==> config.mk <==
export PLATFORM = sky130hd
export DESIGN_NAME = acc_alu
export DESIGN_NICKNAME = d
export VERILOG_FILES = /design/src/core/acc_alu_pkg.sv /design/src/core/byte_adder.sv /design/src/core/acc_alu.sv
export SDC_FILE = /design/constraint.sdc
export NUM_CORES = 1
export LEC_CHECK = 0
export CAP_MARGIN = 20
export CORE_UTILIZATION = 40
export CTS_CLUSTER_SIZE = 20
export DETAILED_ROUTE_END_ITERATION = 6
export DONT_BUFFER_PORTS = 1
export MAX_ROUTING_LAYER = met4
export PLACE_DENSITY_LB_ADDON = 0.1
export SLEW_MARGIN = 20
export SYNTH_ARGS = -nofsm -noshare
export SYNTH_HDL_FRONTEND = slang
export SYNTH_HIERARCHICAL = 1
export SYNTH_SLANG_ARGS = --single-unit
==> constraint.sdc <==
create_clock -name pclk -period 5.5 [get_ports pclk]
set_input_delay 0.55 -clock pclk [delete_from_list [all_inputs] [get_ports pclk]]
set_output_delay 0.55 -clock pclk [all_outputs]
set_load 0.01 [all_outputs]
==> src/core/acc_alu_pkg.sv <==
// Purpose: Shared constants and types for the accumulator arithmetic block
// Assumes: APB slave with 32-bit data, one aligned word per register
// Notes:   Flags sit in the low nibble of the flag register

package acc_alu_pkg;

    // ****************************************
    // Bus and memory sizes
    // ****************************************
    localparam int ADDR_W = 8;
    localparam int DATA_W = 32;
    localparam int MEM_DEPTH = 16;
    localparam int MEM_AW = 4;

    // ****************************************
    // Register offsets
    // ****************************************
    localparam logic [7:0] OFF_CMD = 8'h00;
    localparam logic [7:0] OFF_OPND = 8'h04;
    localparam logic [7:0] OFF_WORK = 8'h08;
    localparam logic [7:0] OFF_FLAGS = 8'h0C;
    localparam logic [7:0] OFF_STACK = 8'h10;
    localparam logic [7:0] OFF_MEMWIN = 8'h14;
    localparam logic [7:0] OFF_STATUS = 8'h18;

    // ****************************************
    // Field positions
    // ****************************************
    localparam int OPND_IMM_LSB = 0;
    localparam int OPND_ADDR_LSB = 8;
    localparam int FLAG_Z = 0;
    localparam int FLAG_C = 1;
    localparam int FLAG_AC = 2;
    localparam int FLAG_OV = 3;
    localparam int STAT_BUSY = 0;
    localparam int STAT_BADOP = 1;

    // ****************************************
    // Reset values and steps
    // ****************************************
    localparam logic [7:0] WORK_RST = 8'h00;
    localparam logic [3:0] FLAGS_RST = 4'h0;
    localparam logic [3:0] SP_RST = 4'h0;
    localparam logic [11:0] OPND_RST = 12'h000;
    localparam logic [3:0] SP_STEP = 4'h2;

    // ****************************************
    // Operation codes and states
    // ****************************************
    typedef enum logic [4:0] {
        OP_SWAP = 5'h00, OP_PUSH = 5'h01, OP_POP = 5'h02, OP_ADD_AI = 5'h03,
        OP_ADD_AM = 5'h04, OP_ADD_MA = 5'h05, OP_ADDC_AM = 5'h06, OP_ADDC_MA = 5'h07,
        OP_ADDC_A = 5'h08, OP_ADDC_M = 5'h09, OP_SUB_AI = 5'h0A, OP_SUB_AM = 5'h0B,
        OP_SUB_MA = 5'h0C, OP_SUBC_AM = 5'h0D, OP_SUBC_MA = 5'h0E, OP_SUBC_A = 5'h0F,
        OP_SUBC_M = 5'h10, OP_INC_M = 5'h11, OP_DEC_M = 5'h12, OP_CLR_M = 5'h13
    } op_t;

    typedef enum logic [0:0] {ST_IDLE = 1'b0, ST_EXEC = 1'b1} state_t;

    typedef enum logic [2:0] {
        SEL_CMD = 3'h0, SEL_OPND = 3'h1, SEL_WORK = 3'h2, SEL_FLAGS = 3'h3,
        SEL_STACK = 3'h4, SEL_MEMWIN = 3'h5, SEL_STATUS = 3'h6, SEL_NONE = 3'h7
    } reg_sel_t;

endpackage : acc_alu_pkg

==> src/core/byte_adder.sv <==
// Purpose: 8-bit adder and subtracter with the four arithmetic flags
// Assumes: Subtraction is done as addition of the complement
// Notes:   Carry and half carry read as borrows when subtracting

`timescale 1ns/1ns
`default_nettype none

module byte_adder (
    input wire logic [7:0] a_in,
    input wire logic [7:0] b_in,
    input wire logic carry_in,
    input wire logic sub_mode,
    output logic [7:0] result,
    output logic [3:0] flags
);
    import acc_alu_pkg::*;

    logic [7:0] b_eff;
    logic cin_eff;
    logic [8:0] full_sum;
    logic [4:0] low_sum;

    // ****************************************
    // Sum with complement for subtraction
    // ****************************************
    always_comb begin
        b_eff = sub_mode ? ~b_in : b_in;
        cin_eff = sub_mode ? ~carry_in : carry_in;
        full_sum = {1'b0, a_in} + {1'b0, b_eff} + {8'h00, cin_eff};
        low_sum = {1'b0, a_in[3:0]} + {1'b0, b_eff[3:0]} + {4'h0, cin_eff};
        result = full_sum[7:0];
        flags = 4'h0;
        flags[FLAG_Z] = (full_sum[7:0] == 8'h00); // see RULE_19
        flags[FLAG_C] = full_sum[8] ^ sub_mode; // see RULE_19
        flags[FLAG_AC] = low_sum[4] ^ sub_mode; // see RULE_19
        flags[FLAG_OV] = (a_in[7] == b_eff[7]) && (full_sum[7] != a_in[7]); // see RULE_19
    end

endmodule : byte_adder

`default_nettype wire

==> src/core/acc_alu.sv <==
// Purpose: Accumulator exchange, stack save/restore and arithmetic over APB
// Assumes: Data memory of 16 bytes held inside, reached by a window register
// Notes:   A write to the command register runs one operation in the next cycle
//
// Behaviour
// (RULE_01) Swap exchanges work register and memory byte; flags untouched.
// (RULE_02) Save writes work register and flags at stack index, then index plus two.
// (RULE_03) Restore lowers stack index by two, then reloads work register and flags.
// (RULE_04) Add immediate to work register, result in work register, flags updated.
// (RULE_05) Add memory and work register, result to register or memory, flags updated.
// (RULE_06) Add memory, work register and carry, result to register or memory.
// (RULE_07) Add carry alone to work register, flags updated.
// (RULE_08) Add carry alone to memory byte, written back, flags updated.
// (RULE_09) Work register minus immediate via complement addition, flags updated.
// (RULE_10) Work register minus memory byte into work register, flags updated.
// (RULE_11) Memory byte minus work register back into memory, flags updated.
// (RULE_12) Work register minus memory minus carry into work register.
// (RULE_13) Memory minus work register minus carry back into memory.
// (RULE_14) Subtract carry alone from work register, flags updated.
// (RULE_15) Subtract carry alone from memory byte, written back, flags updated.
// (RULE_16) Increment memory byte in place, flags updated.
// (RULE_17) Decrement memory byte in place, flags updated.
// (RULE_18) Clear memory byte to zero; flags untouched.
// (RULE_19) Flags: zero, carry or borrow from bit 7, half carry from bit 3, overflow.
//
// The register offsets and the APB register port are this design's own decisions.

`timescale 1ns/1ns
`default_nettype none

module acc_alu (
    input wire logic pclk,
    input wire logic presetn,
    input wire logic psel,
    input wire logic penable,
    input wire logic pwrite,
    input wire logic [acc_alu_pkg::ADDR_W-1:0] paddr,
    input wire logic [acc_alu_pkg::DATA_W-1:0] pwdata,
    output logic [acc_alu_pkg::DATA_W-1:0] prdata,
    output logic pready,
    output logic pslverr
);
    import acc_alu_pkg::*;

    // ****************************************
    // Address decode
    // ****************************************
    function automatic reg_sel_t reg_sel(input logic [ADDR_W-1:0] addr);
        unique case (addr)
            OFF_CMD: return SEL_CMD;
            OFF_OPND: return SEL_OPND;
            OFF_WORK: return SEL_WORK;
            OFF_FLAGS: return SEL_FLAGS;
            OFF_STACK: return SEL_STACK;
            OFF_MEMWIN: return SEL_MEMWIN;
            OFF_STATUS: return SEL_STATUS;
            default: return SEL_NONE;
        endcase
    endfunction : reg_sel

    state_t state_q, state_d;
    op_t op_q, op_d;
    logic [11:0] opnd_q, opnd_d;
    logic [7:0] work_q, work_d;
    logic [3:0] flags_q, flags_d;
    logic [3:0] sp_q, sp_d;
    logic bad_q, bad_d;
    logic [7:0] mem_q [MEM_DEPTH];
    logic [7:0] mem_d [MEM_DEPTH];
    logic pready_q, pready_d;
    logic pslverr_q, pslverr_d;
    logic [DATA_W-1:0] prdata_q, prdata_d;
    logic exec;
    logic wr_fire;
    reg_sel_t sel;
    logic [MEM_AW-1:0] addr;
    logic [7:0] imm;
    logic [7:0] mem_rd;
    logic [3:0] sp_nx;
    logic [3:0] sp_dn;
    logic [DATA_W-1:0] rd_val;
    logic [7:0] alu_a, alu_b, alu_res;
    logic alu_cin, alu_sub, is_arith, to_mem;
    logic [3:0] alu_flags;

    // ****************************************
    // Shared decode and addressing
    // ****************************************
    assign exec = (state_q == ST_EXEC);
    assign sel = reg_sel(paddr);
    assign wr_fire = psel && penable && pready_q && pwrite;
    assign addr = opnd_q[OPND_ADDR_LSB +: MEM_AW];
    assign imm = opnd_q[OPND_IMM_LSB +: 8];
    assign mem_rd = mem_q[addr];
    assign sp_nx = sp_q + 4'h1;
    assign sp_dn = sp_q - SP_STEP;

    // ****************************************
    // Operand selection per operation
    // ****************************************
    always_comb begin
        alu_a = work_q;
        alu_b = 8'h00;
        alu_cin = 1'b0;
        alu_sub = 1'b0;
        is_arith = 1'b1;
        to_mem = 1'b0;
        case (op_q)
            OP_ADD_AI: alu_b = imm; // see RULE_04
            OP_ADD_AM: alu_b = mem_rd; // see RULE_05
            OP_ADD_MA: begin // see RULE_05
                alu_b = mem_rd;
                to_mem = 1'b1;
            end
            OP_ADDC_AM: begin // see RULE_06
                alu_b = mem_rd;
                alu_cin = flags_q[FLAG_C];
            end
            OP_ADDC_MA: begin // see RULE_06
                alu_b = mem_rd;
                alu_cin = flags_q[FLAG_C];
                to_mem = 1'b1;
            end
            OP_ADDC_A: alu_cin = flags_q[FLAG_C]; // see RULE_07
            OP_ADDC_M: begin // see RULE_08
                alu_a = mem_rd;
                alu_cin = flags_q[FLAG_C];
                to_mem = 1'b1;
            end
            OP_SUB_AI: begin // see RULE_09
                alu_b = imm;
                alu_sub = 1'b1;
            end
            OP_SUB_AM: begin // see RULE_10
                alu_b = mem_rd;
                alu_sub = 1'b1;
            end
            OP_SUB_MA: begin // see RULE_11
                alu_a = mem_rd;
                alu_b = work_q;
                alu_sub = 1'b1;
                to_mem = 1'b1;
            end
            OP_SUBC_AM: begin // see RULE_12
                alu_b = mem_rd;
                alu_cin = flags_q[FLAG_C];
                alu_sub = 1'b1;
            end
            OP_SUBC_MA: begin // see RULE_13
                alu_a = mem_rd;
                alu_b = work_q;
                alu_cin = flags_q[FLAG_C];
                alu_sub = 1'b1;
                to_mem = 1'b1;
            end
            OP_SUBC_A: begin // see RULE_14
                alu_cin = flags_q[FLAG_C];
                alu_sub = 1'b1;
            end
            OP_SUBC_M: begin // see RULE_15
                alu_a = mem_rd;
                alu_cin = flags_q[FLAG_C];
                alu_sub = 1'b1;
                to_mem = 1'b1;
            end
            OP_INC_M: begin // see RULE_16
                alu_a = mem_rd;
                alu_b = 8'h01;
                to_mem = 1'b1;
            end
            OP_DEC_M: begin // see RULE_17
                alu_a = mem_rd;
                alu_b = 8'h01;
                alu_sub = 1'b1;
                to_mem = 1'b1;
            end
            default: is_arith = 1'b0;
        endcase
    end

    // Shared adder for every arithmetic operation
    byte_adder u_adder (
        .a_in(alu_a),
        .b_in(alu_b),
        .carry_in(alu_cin),
        .sub_mode(alu_sub),
        .result(alu_res),
        .flags(alu_flags)
    );

    // ****************************************
    // Register writes and operation execution
    // ****************************************
    always_comb begin
        state_d = state_q;
        op_d = op_q;
        opnd_d = opnd_q;
        work_d = work_q;
        flags_d = flags_q;
        sp_d = sp_q;
        bad_d = bad_q;
        mem_d = mem_q;
        unique case (state_q)
            ST_IDLE: begin
                if (wr_fire) begin
                    case (sel)
                        SEL_CMD: begin
                            op_d = op_t'(pwdata[4:0]);
                            state_d = ST_EXEC;
                        end
                        SEL_OPND: opnd_d = pwdata[11:0];
                        SEL_WORK: work_d = pwdata[7:0];
                        SEL_FLAGS: flags_d = pwdata[3:0];
                        SEL_STACK: sp_d = pwdata[3:0];
                        SEL_MEMWIN: mem_d[addr] = pwdata[7:0];
                        default: ;
                    endcase
                end
            end
            ST_EXEC: begin
                state_d = ST_IDLE;
                bad_d = 1'b0;
                if (is_arith) begin
                    flags_d = alu_flags; // see RULE_19
                    if (to_mem) begin
                        mem_d[addr] = alu_res;
                    end else begin
                        work_d = alu_res;
                    end
                end else begin
                    case (op_q)
                        OP_SWAP: begin
                            work_d = mem_rd; // see RULE_01
                            mem_d[addr] = work_q; // see RULE_01
                        end
                        OP_PUSH: begin
                            mem_d[sp_q] = work_q; // see RULE_02
                            mem_d[sp_nx] = {4'h0, flags_q}; // see RULE_02
                            sp_d = sp_q + SP_STEP; // see RULE_02
                        end
                        OP_POP: begin
                            sp_d = sp_dn; // see RULE_03
                            work_d = mem_q[sp_dn]; // see RULE_03
                            flags_d = mem_q[sp_dn + 4'h1][3:0]; // see RULE_03
                        end
                        OP_CLR_M: mem_d[addr] = 8'h00; // see RULE_18
                        default: bad_d = 1'b1;
                    endcase
                end
            end
        endcase
    end

    // Datapath state registers
    always_ff @(posedge pclk or negedge presetn) begin
        if (!presetn) begin
            state_q <= ST_IDLE;
            op_q <= OP_SWAP;
            opnd_q <= OPND_RST;
            work_q <= WORK_RST;
            flags_q <= FLAGS_RST;
            sp_q <= SP_RST;
            bad_q <= 1'b0;
        end else begin
            state_q <= state_d;
            op_q <= op_d;
            opnd_q <= opnd_d;
            work_q <= work_d;
            flags_q <= flags_d;
            sp_q <= sp_d;
            bad_q <= bad_d;
        end
    end

    // Data memory holds no reset
    always_ff @(posedge pclk) begin
        mem_q <= mem_d;
    end

    // ****************************************
    // APB read data and handshake
    // ****************************************
    always_comb begin
        rd_val = '0;
        case (sel)
            SEL_CMD: rd_val[4:0] = op_q;
            SEL_OPND: rd_val[11:0] = opnd_q;
            SEL_WORK: rd_val[7:0] = work_q;
            SEL_FLAGS: rd_val[3:0] = flags_q;
            SEL_STACK: rd_val[3:0] = sp_q;
            SEL_MEMWIN: rd_val[7:0] = mem_rd;
            SEL_STATUS: rd_val[STAT_BADOP:STAT_BUSY] = {bad_q, exec};
            default: ;
        endcase
    end

    // One wait cycle, then answer; unmapped addresses error
    always_comb begin
        pready_d = 1'b0;
        pslverr_d = 1'b0;
        prdata_d = prdata_q;
        if (psel && penable && !pready_q) begin
            pready_d = 1'b1;
            pslverr_d = (sel == SEL_NONE);
            prdata_d = pwrite ? '0 : rd_val;
        end
    end

    // Bus answer registers
    always_ff @(posedge pclk or negedge presetn) begin
        if (!presetn) begin
            pready_q <= 1'b0;
            pslverr_q <= 1'b0;
            prdata_q <= '0;
        end else begin
            pready_q <= pready_d;
            pslverr_q <= pslverr_d;
            prdata_q <= prdata_d;
        end
    end

    assign prdata = prdata_q;
    assign pready = pready_q;
    assign pslverr = pslverr_q;
endmodule : acc_alu

`default_nettype wire

==> metrics.txt, run 1 <==
status=finished clean; highest routed layer=met4; EDFF count, synth=128; worst-path cell chain=mux4_2 > mux2_2 > o21ai_0 > o21ai_0 > xnor2_1 > fa_1 > fa_1 > nand2b_1 > a21oi_1 > o21ai_0 > a31oi_1 > nand2_1 > a2bb2oi_2 > buf_12 > o22ai_1 > a21o_1; Clock Path Buffers=2; layout cells sized above 1=0.206; Final Util=0.440; Starting Density=0.409; routed length per instance=36.1 µm; post-layout minimum cycle time=5.11 ns; setup bufs post-CTS=0; max-cap violations=0; worst skew pair latency=0.47 ns; Synth async-reset ratio=0.277; most common cell after layout, fill and taps aside=edfxtp_1; cell area after synthesis=15100 µm²; Worst path slowest cell=dfrtp_2; CP Class=flip-flop to flip-flop; die area=38400 µm²; most frequent cells in the layout=edfxtp_1 (128), nand2_1 (110), nor2_1 (90); # fillers=3545; Worst EP arrival=5.45 ns; vias in the first global route=13100; CP Capture Type=flip-flop; clk_skew=0.0193 ns; Synth cell types=88; setup TNS=0 ns; routed wl met2=28400 µm; Worst-Margin Slew=1.06 ns; first-pass GRT wire length=98000 µm; RSZ-0062 raised after global routing=false; cell mode on critical path=o21ai_0; register area share after synthesis=0.337; Final period util=0.929; max-slew violations=0; final worst slack=0.393 ns; max incr delay on CP=0.88 ns; crit-path leading delay family=compound AO/OA/AOI/OAI gates; 1st-iter DRT viols=2276; Detail Route Antenna Nets=0; Congestion Overflow GR=0; WL met1=27300 µm; CTS HTree Levels=4; Worst setup SP type=flip-flop; nets=1489; Cells after Synth=1458; Die X-Extent=196 µm; Highest Clock Rate=196 MHz; drc violations=0; Synth Flop Type=edfxtp_1; DRT Pass-1 Iters=6; CTS tree=built; io pins=79; metal3 WL=8750 µm; Routed WL=68900 µm; clk root buf=clkbuf_16; port bufs=0; total track usage=0.372; initial antenna violation count=2; Synth warnings=6; Mean Syn Cell Area=10.3 µm²; worst path buffer plus inverter count=1; worst hold path type=primary input to flip-flop; Non-Filler Instances=1910; endpoints failing setup=0; largest net degree at the start of global routing=50; core footprint=36800 µm²; final-report hold violation count=0; clock sink total=177; placed cells=1874; Vert. Die Dim=196 µm; Worst EP required=5.84 ns; vias=14200; HPWL after detailed placement=50000 µm; row count=70; Hold Slack=0.209 ns; Max IR drop VDD=0.167 mV; synthesis-stage register bit count=177; Pleak=4.98 nW; CTS buffer count=17; Worst Path Max Fanout=24; DP Worst Slack=0.503 ns; PwrDens=177 nW/µm²; clock-pin transition on the worst setup and hold timing paths=0.07 ns; Via density=7.41; worst rel slew slack=0.291; Area Growth Syn to Fin=7.50%; RD Place Congestion=1.06
-- report_power, final --
group | switching [W] | leakage, nW | internal, W
combinational | 0.000124 | 3.10 | 0.0000517
sequential | 0.00000647 | 1.60 | 0.00142
clock | 0.000604 | 0.282 | 0.000663
total | 0.000735 | 4.98 | 0.00213
-- synth_stat cells (all sizes together) (8+ instances only) --
cell type	count	area, µm²
a32oi	39	342
edfxtp	128	3840
xor2	18	165
and2	22	138
a22oi	29	218
a31oi	26	163
mux2	54	608
a32o	9	90.1
o2bb2ai	10	87.6
nand3	52	260
nand4	14	87.6
nand3b	8	60.1
o22ai	35	219
nor2b	15	93.8
nand2	111	417
mux4	88	2000
dfrtp	49	1230
a221oi	10	106
buf	88	526
clkbuf	63	236
a21oi	57	285
nor3	24	125
xnor2	10	95.1
o221ai	16	140
ha	15	188
nor2	94	373
a22o	21	184
o22a	8	71.3
o21ai	54	270
inv	23	86.3
o211ai	58	435
and3	10	62.6
a2bb2oi	12	111
mux2i	42	420
or2	12	75.1
a221o	36	360
-- layer usage --
metal,up-vias,global-route usage
met5,-,-
met4,0,0.214
met3,212,0.0915
met2,1114,0.513
met1,7012,0.494
li1,5814,-
-- layout make-up --
type / count / area [µm²] / area share
flip-flops and latches: 177 / 5080 / 0.314
well taps: 468 / 586 / 0.0362
clock inverters: 9 / 78.8 / 0.00487
clock buffers: 23 / 479 / 0.0296
repair buffers: 82 / 651 / 0.0402
diodes: 2 / 5.00 / 0.000309
inverters: 24 / 90.1 / 0.00556
multi-input cells: 1125 / 9220 / 0.570
-- flip-flops by register name (all words and copies together) (netlist names) --
signal / count
pslverr: 1
op_q: 5
sp_q: 4
work_q: 8
opnd_q: 12
exec: 1
bad_q: 1
flags_q: 4
prdata: 12
pready: 1
mem_q: 128
-- metrics by stage --
step                      cell area, µm²  power [W]
after floorplan                    15100    0.00155
after global placement             15600    0.00161
after detailed placement           15600    0.00161
after CTS                          16200    0.00286
after global routing               16200    0.00292
final                              16200    0.00287
-- kinds of logic (layout without fill, tap and decap cells) --
logic type | after synthesis | count (layout) | synth area share
other cells | 1 | 22 | 0.000249
flops | 177 | 177 | 0.337
compound gates | 473 | 473 | 0.237
mux | 184 | 184 | 0.201
buf+inv | 175 | 138 | 0.0566
xor+xnor | 28 | 28 | 0.0173
simple gates | 403 | 403 | 0.136
fa+ha+maj | 17 | 17 | 0.0151
-- repair_timing --
item | in CTS | in global routing
resized for setup | 0 | 0
hold endpoints to repair | 49 | 0
hold buffers | 2 | 0
endpoints found under the setup margin | 0 | 0
-- worst paths after layout --
check	start	endpoint	slack, ns	cells past startpoint
hold / removal	pwdata[1]	op_q[1]	0.21	2
min in group asynchronous	presetn	op_q[3]	0.61	2
setup reg to reg	opnd_q[10]	mem_q[6]	0.39	16
max in group asynchronous	presetn	opnd_q[8]	4.64	2
setup / recovery	opnd_q[10]	mem_q[6]	0.39	16
hold reg to reg	bad_q	bad_q	0.55	1
Power figures use the tool's default switching activity.
==> inputs of run 2 (changes only) <==
ABC_AREA = 1   (was unset)
==> metrics.txt, run 2 <==
status=finished clean; CTS buffer count=17 (unchanged); post-layout minimum cycle time=4.74 ns (-0.363 ns); Detail Route Antenna Nets=0 (unchanged); Via density=6.00 (-19%); Synth warnings=6 (unchanged); Area contributors post-synth=nand2_1 (23%), edfxtp_1 (22%), o21ai_0 (9.3%), nand3_1 (8.0%), dfrtp_1 (7.1%); Final period util=0.863 (-0.0659); final-report hold violation count=0 (unchanged); CTS tree=built; share of the synthesized area in the top cell type=0.229 (-0.0262); Die X-Extent=210 µm (+6.9%); Post-synth top cells=nand2_1 (1052), o21ai_0 (320), nand3_1 (277); Synth area leader=nand2_1; Synth async-reset ratio=0.277 (unchanged); Worst-Margin Slew=1.06 ns (-0.00237 ns); Worst path slowest cell=inv_1; io pins=79 (unchanged); max incr delay on CP=0.57 ns (-0.31 ns); Synth Flop Type=edfxtp_1; Routed WL=84700 µm (+23%); row count=75 (+7.1%); clk_skew=0.0200 ns (+0.000694 ns); setup bufs post-CTS=0 (unchanged); PwrDens=158 nW/µm² (-11%); Mean Syn Cell Area=6.10 µm² (-41%); synthesis-stage register bit count=177 (unchanged); max-cap violations=0 (unchanged); DRT Pass-1 Iters=7 (+1); multi-input combinational cell area=10400 µm² (+13%); Worst Path Max Fanout=13 (-46%); worst rel slew slack=0.291 (+0.000425); CTS HTree Levels=4 (unchanged); die area=43900 µm² (+14%); EDFF count, synth=128 (unchanged); Post-CTS Resized=0 (unchanged); Vert. Die Dim=210 µm (+6.9%); Starting Density=0.408 (-0.00103); setup TNS=0 ns (unchanged); routed wl met2=36400 µm (+28%); max-slew violations=0 (unchanged); endpoints failing setup=0 (unchanged); layout cells sized above 1=0.0644 (-0.141); Total Power=0.00288 W (+0.44%); CP Class=flip-flop to flip-flop; clock sink total=177 (unchanged); worst skew pair latency=0.52 ns (+0.05 ns); drc violations=0 (unchanged); Highest Clock Rate=211 MHz (+7.6%); max reg flops=128 (unchanged); top-count cell post-synth=nand2_1; Max IR drop VDD=0.186 mV (+11%); WL met1=35000 µm (+28%); worst hold path type=primary input to flip-flop; FF/Latch Area=5080 µm² (unchanged); Worst EP required=5.77 ns (-0.07 ns); most frequent cells in the layout=nand2_1 (1052), o21ai_0 (320), nand3_1 (276); Pleak=8.41 nW (+69%); metal3 WL=8250 µm (-5.7%); clock-pin transition on the worst setup and hold timing paths=0.08 ns (about the same); total track usage=0.396 (+0.0246); cell mode on critical path=nand2_1; vias in the first global route=17900 (+37%); RD Place Congestion=0.995 (-6.0%); initial antenna violation count=3 (+1); Worst EP arrival=5.02 ns (-0.43 ns); nets=2815 (+89%); port bufs=0 (unchanged); core footprint=42200 µm² (+15%); CP Capture Type=flip-flop; highest routed layer=met4; Biggest register=mem_q; vias=19900 (+40%); most common cell after layout, fill and taps aside=nand2_1; cts hold-fix bufs=2 (unchanged); cell area after synthesis=17200 µm² (+15%); clk root buf=clkbuf_16; Clock Path Buffers=2 (unchanged); Area Growth Syn to Fin=5.87%; 1st-iter DRT viols=2597 (+14%); HPWL after detailed placement=59500 µm (+19%); first-pass GRT wire length=122000 µm (+24%); Synth cell types=50 (-43%); Cells after Synth=2829 (+94%); RSZ-0062 raised after global routing=false; register area share after synthesis=0.294 (-0.0427); largest net degree at the start of global routing=77 (+54%); Worst setup SP type=flip-flop; Congestion Overflow GR=0 (unchanged); routed length per instance=25.6 µm (-29%); # fillers=4623 (+30%)
[run 2: layout make-up]
cell class / instances / share of cell area
Antenna cell: 6 / 0.000822
Sequential cell: 177 / 0.278
Inverter: 271 / 0.0559
Clock buffer: 18 / 0.0247
Clock inverter: 14 / 0.00747
Multi-Input combinational cell: 2230 / 0.569
Tap cell: 539 / 0.0369
Timing Repair Buffer: 56 / 0.0270
[run 2: cells by family after synthesis]
group | share of synthesized area
AND/OR/NAND/NOR | 0.385
adder cells (fa/ha/maj) | 0.0132
buffers and inverters | 0.108
flip-flops | 0.294
XOR/XNOR | 0.00762
multiplexers | 0.00392
AO/OA/AOI/OAI | 0.188
other | 0.000217
[run 2: metrics by stage]
| stage | instance area, µm² | hold slack [ns] | setup WS, ns | cells | utilization |
|---|---|---|---|---|---|
| after global routing | 18200 | 0.176 | 0.579 | 3308 | 0.432 |
| after floorplan | 17300 | 0.254 | 2.13 | 2848 | - |
| after CTS | 18200 | 0.147 | 0.914 | 3305 | 0.432 |
| after global placement | 17600 | 0.256 | 0.960 | 3271 | 0.417 |
| final | 18300 | 0.169 | 0.756 | 3311 | 0.432 |
| after detailed placement | 17600 | 0.256 | 0.901 | 3271 | 0.417 |
[run 2: path summary, 6_finish.rpt]
check | from | end | slack, ns | cells past startpoint
setup / recovery | opnd_q[9] | mem_q[23] | 0.76 | 25
hold / removal | pwdata[0] | sp_q[0] | 0.17 | 2
setup reg to reg | opnd_q[9] | mem_q[23] | 0.76 | 25
hold reg to reg | bad_q | bad_q | 0.51 | 2
max in group asynchronous | presetn | work_q[2] | 4.67 | 2
min in group asynchronous | presetn | sp_q[0] | 0.58 | 2
[run 2: worst max-delay path, delay by kind of cell, from the launching register on]
family                     cells  cell delay (ns)
and+or+nand+nor               16             1.81
xor gates and xnor gates       1             0.16
AOI/OAI and AO/OA              3             0.51
DFF                            1             0.51
buffers and inverters          4             1.10
adders and majority gates      1             0.42
[run 2: layer usage]
layer / track usage / vias up
li1: - / 9146
met1: 0.513 / 9321
met2: 0.578 / 1137
met3: 0.0766 / 260
met4: 0.224 / 0
met5: - / -
[run 2: report_power, final]
part	internal [W]	switching, W	total (W)
registers	0.00142	0.00000389	0.00142
logic	0.0000324	0.000132	0.000164
clock network	0.000628	0.000667	0.00130
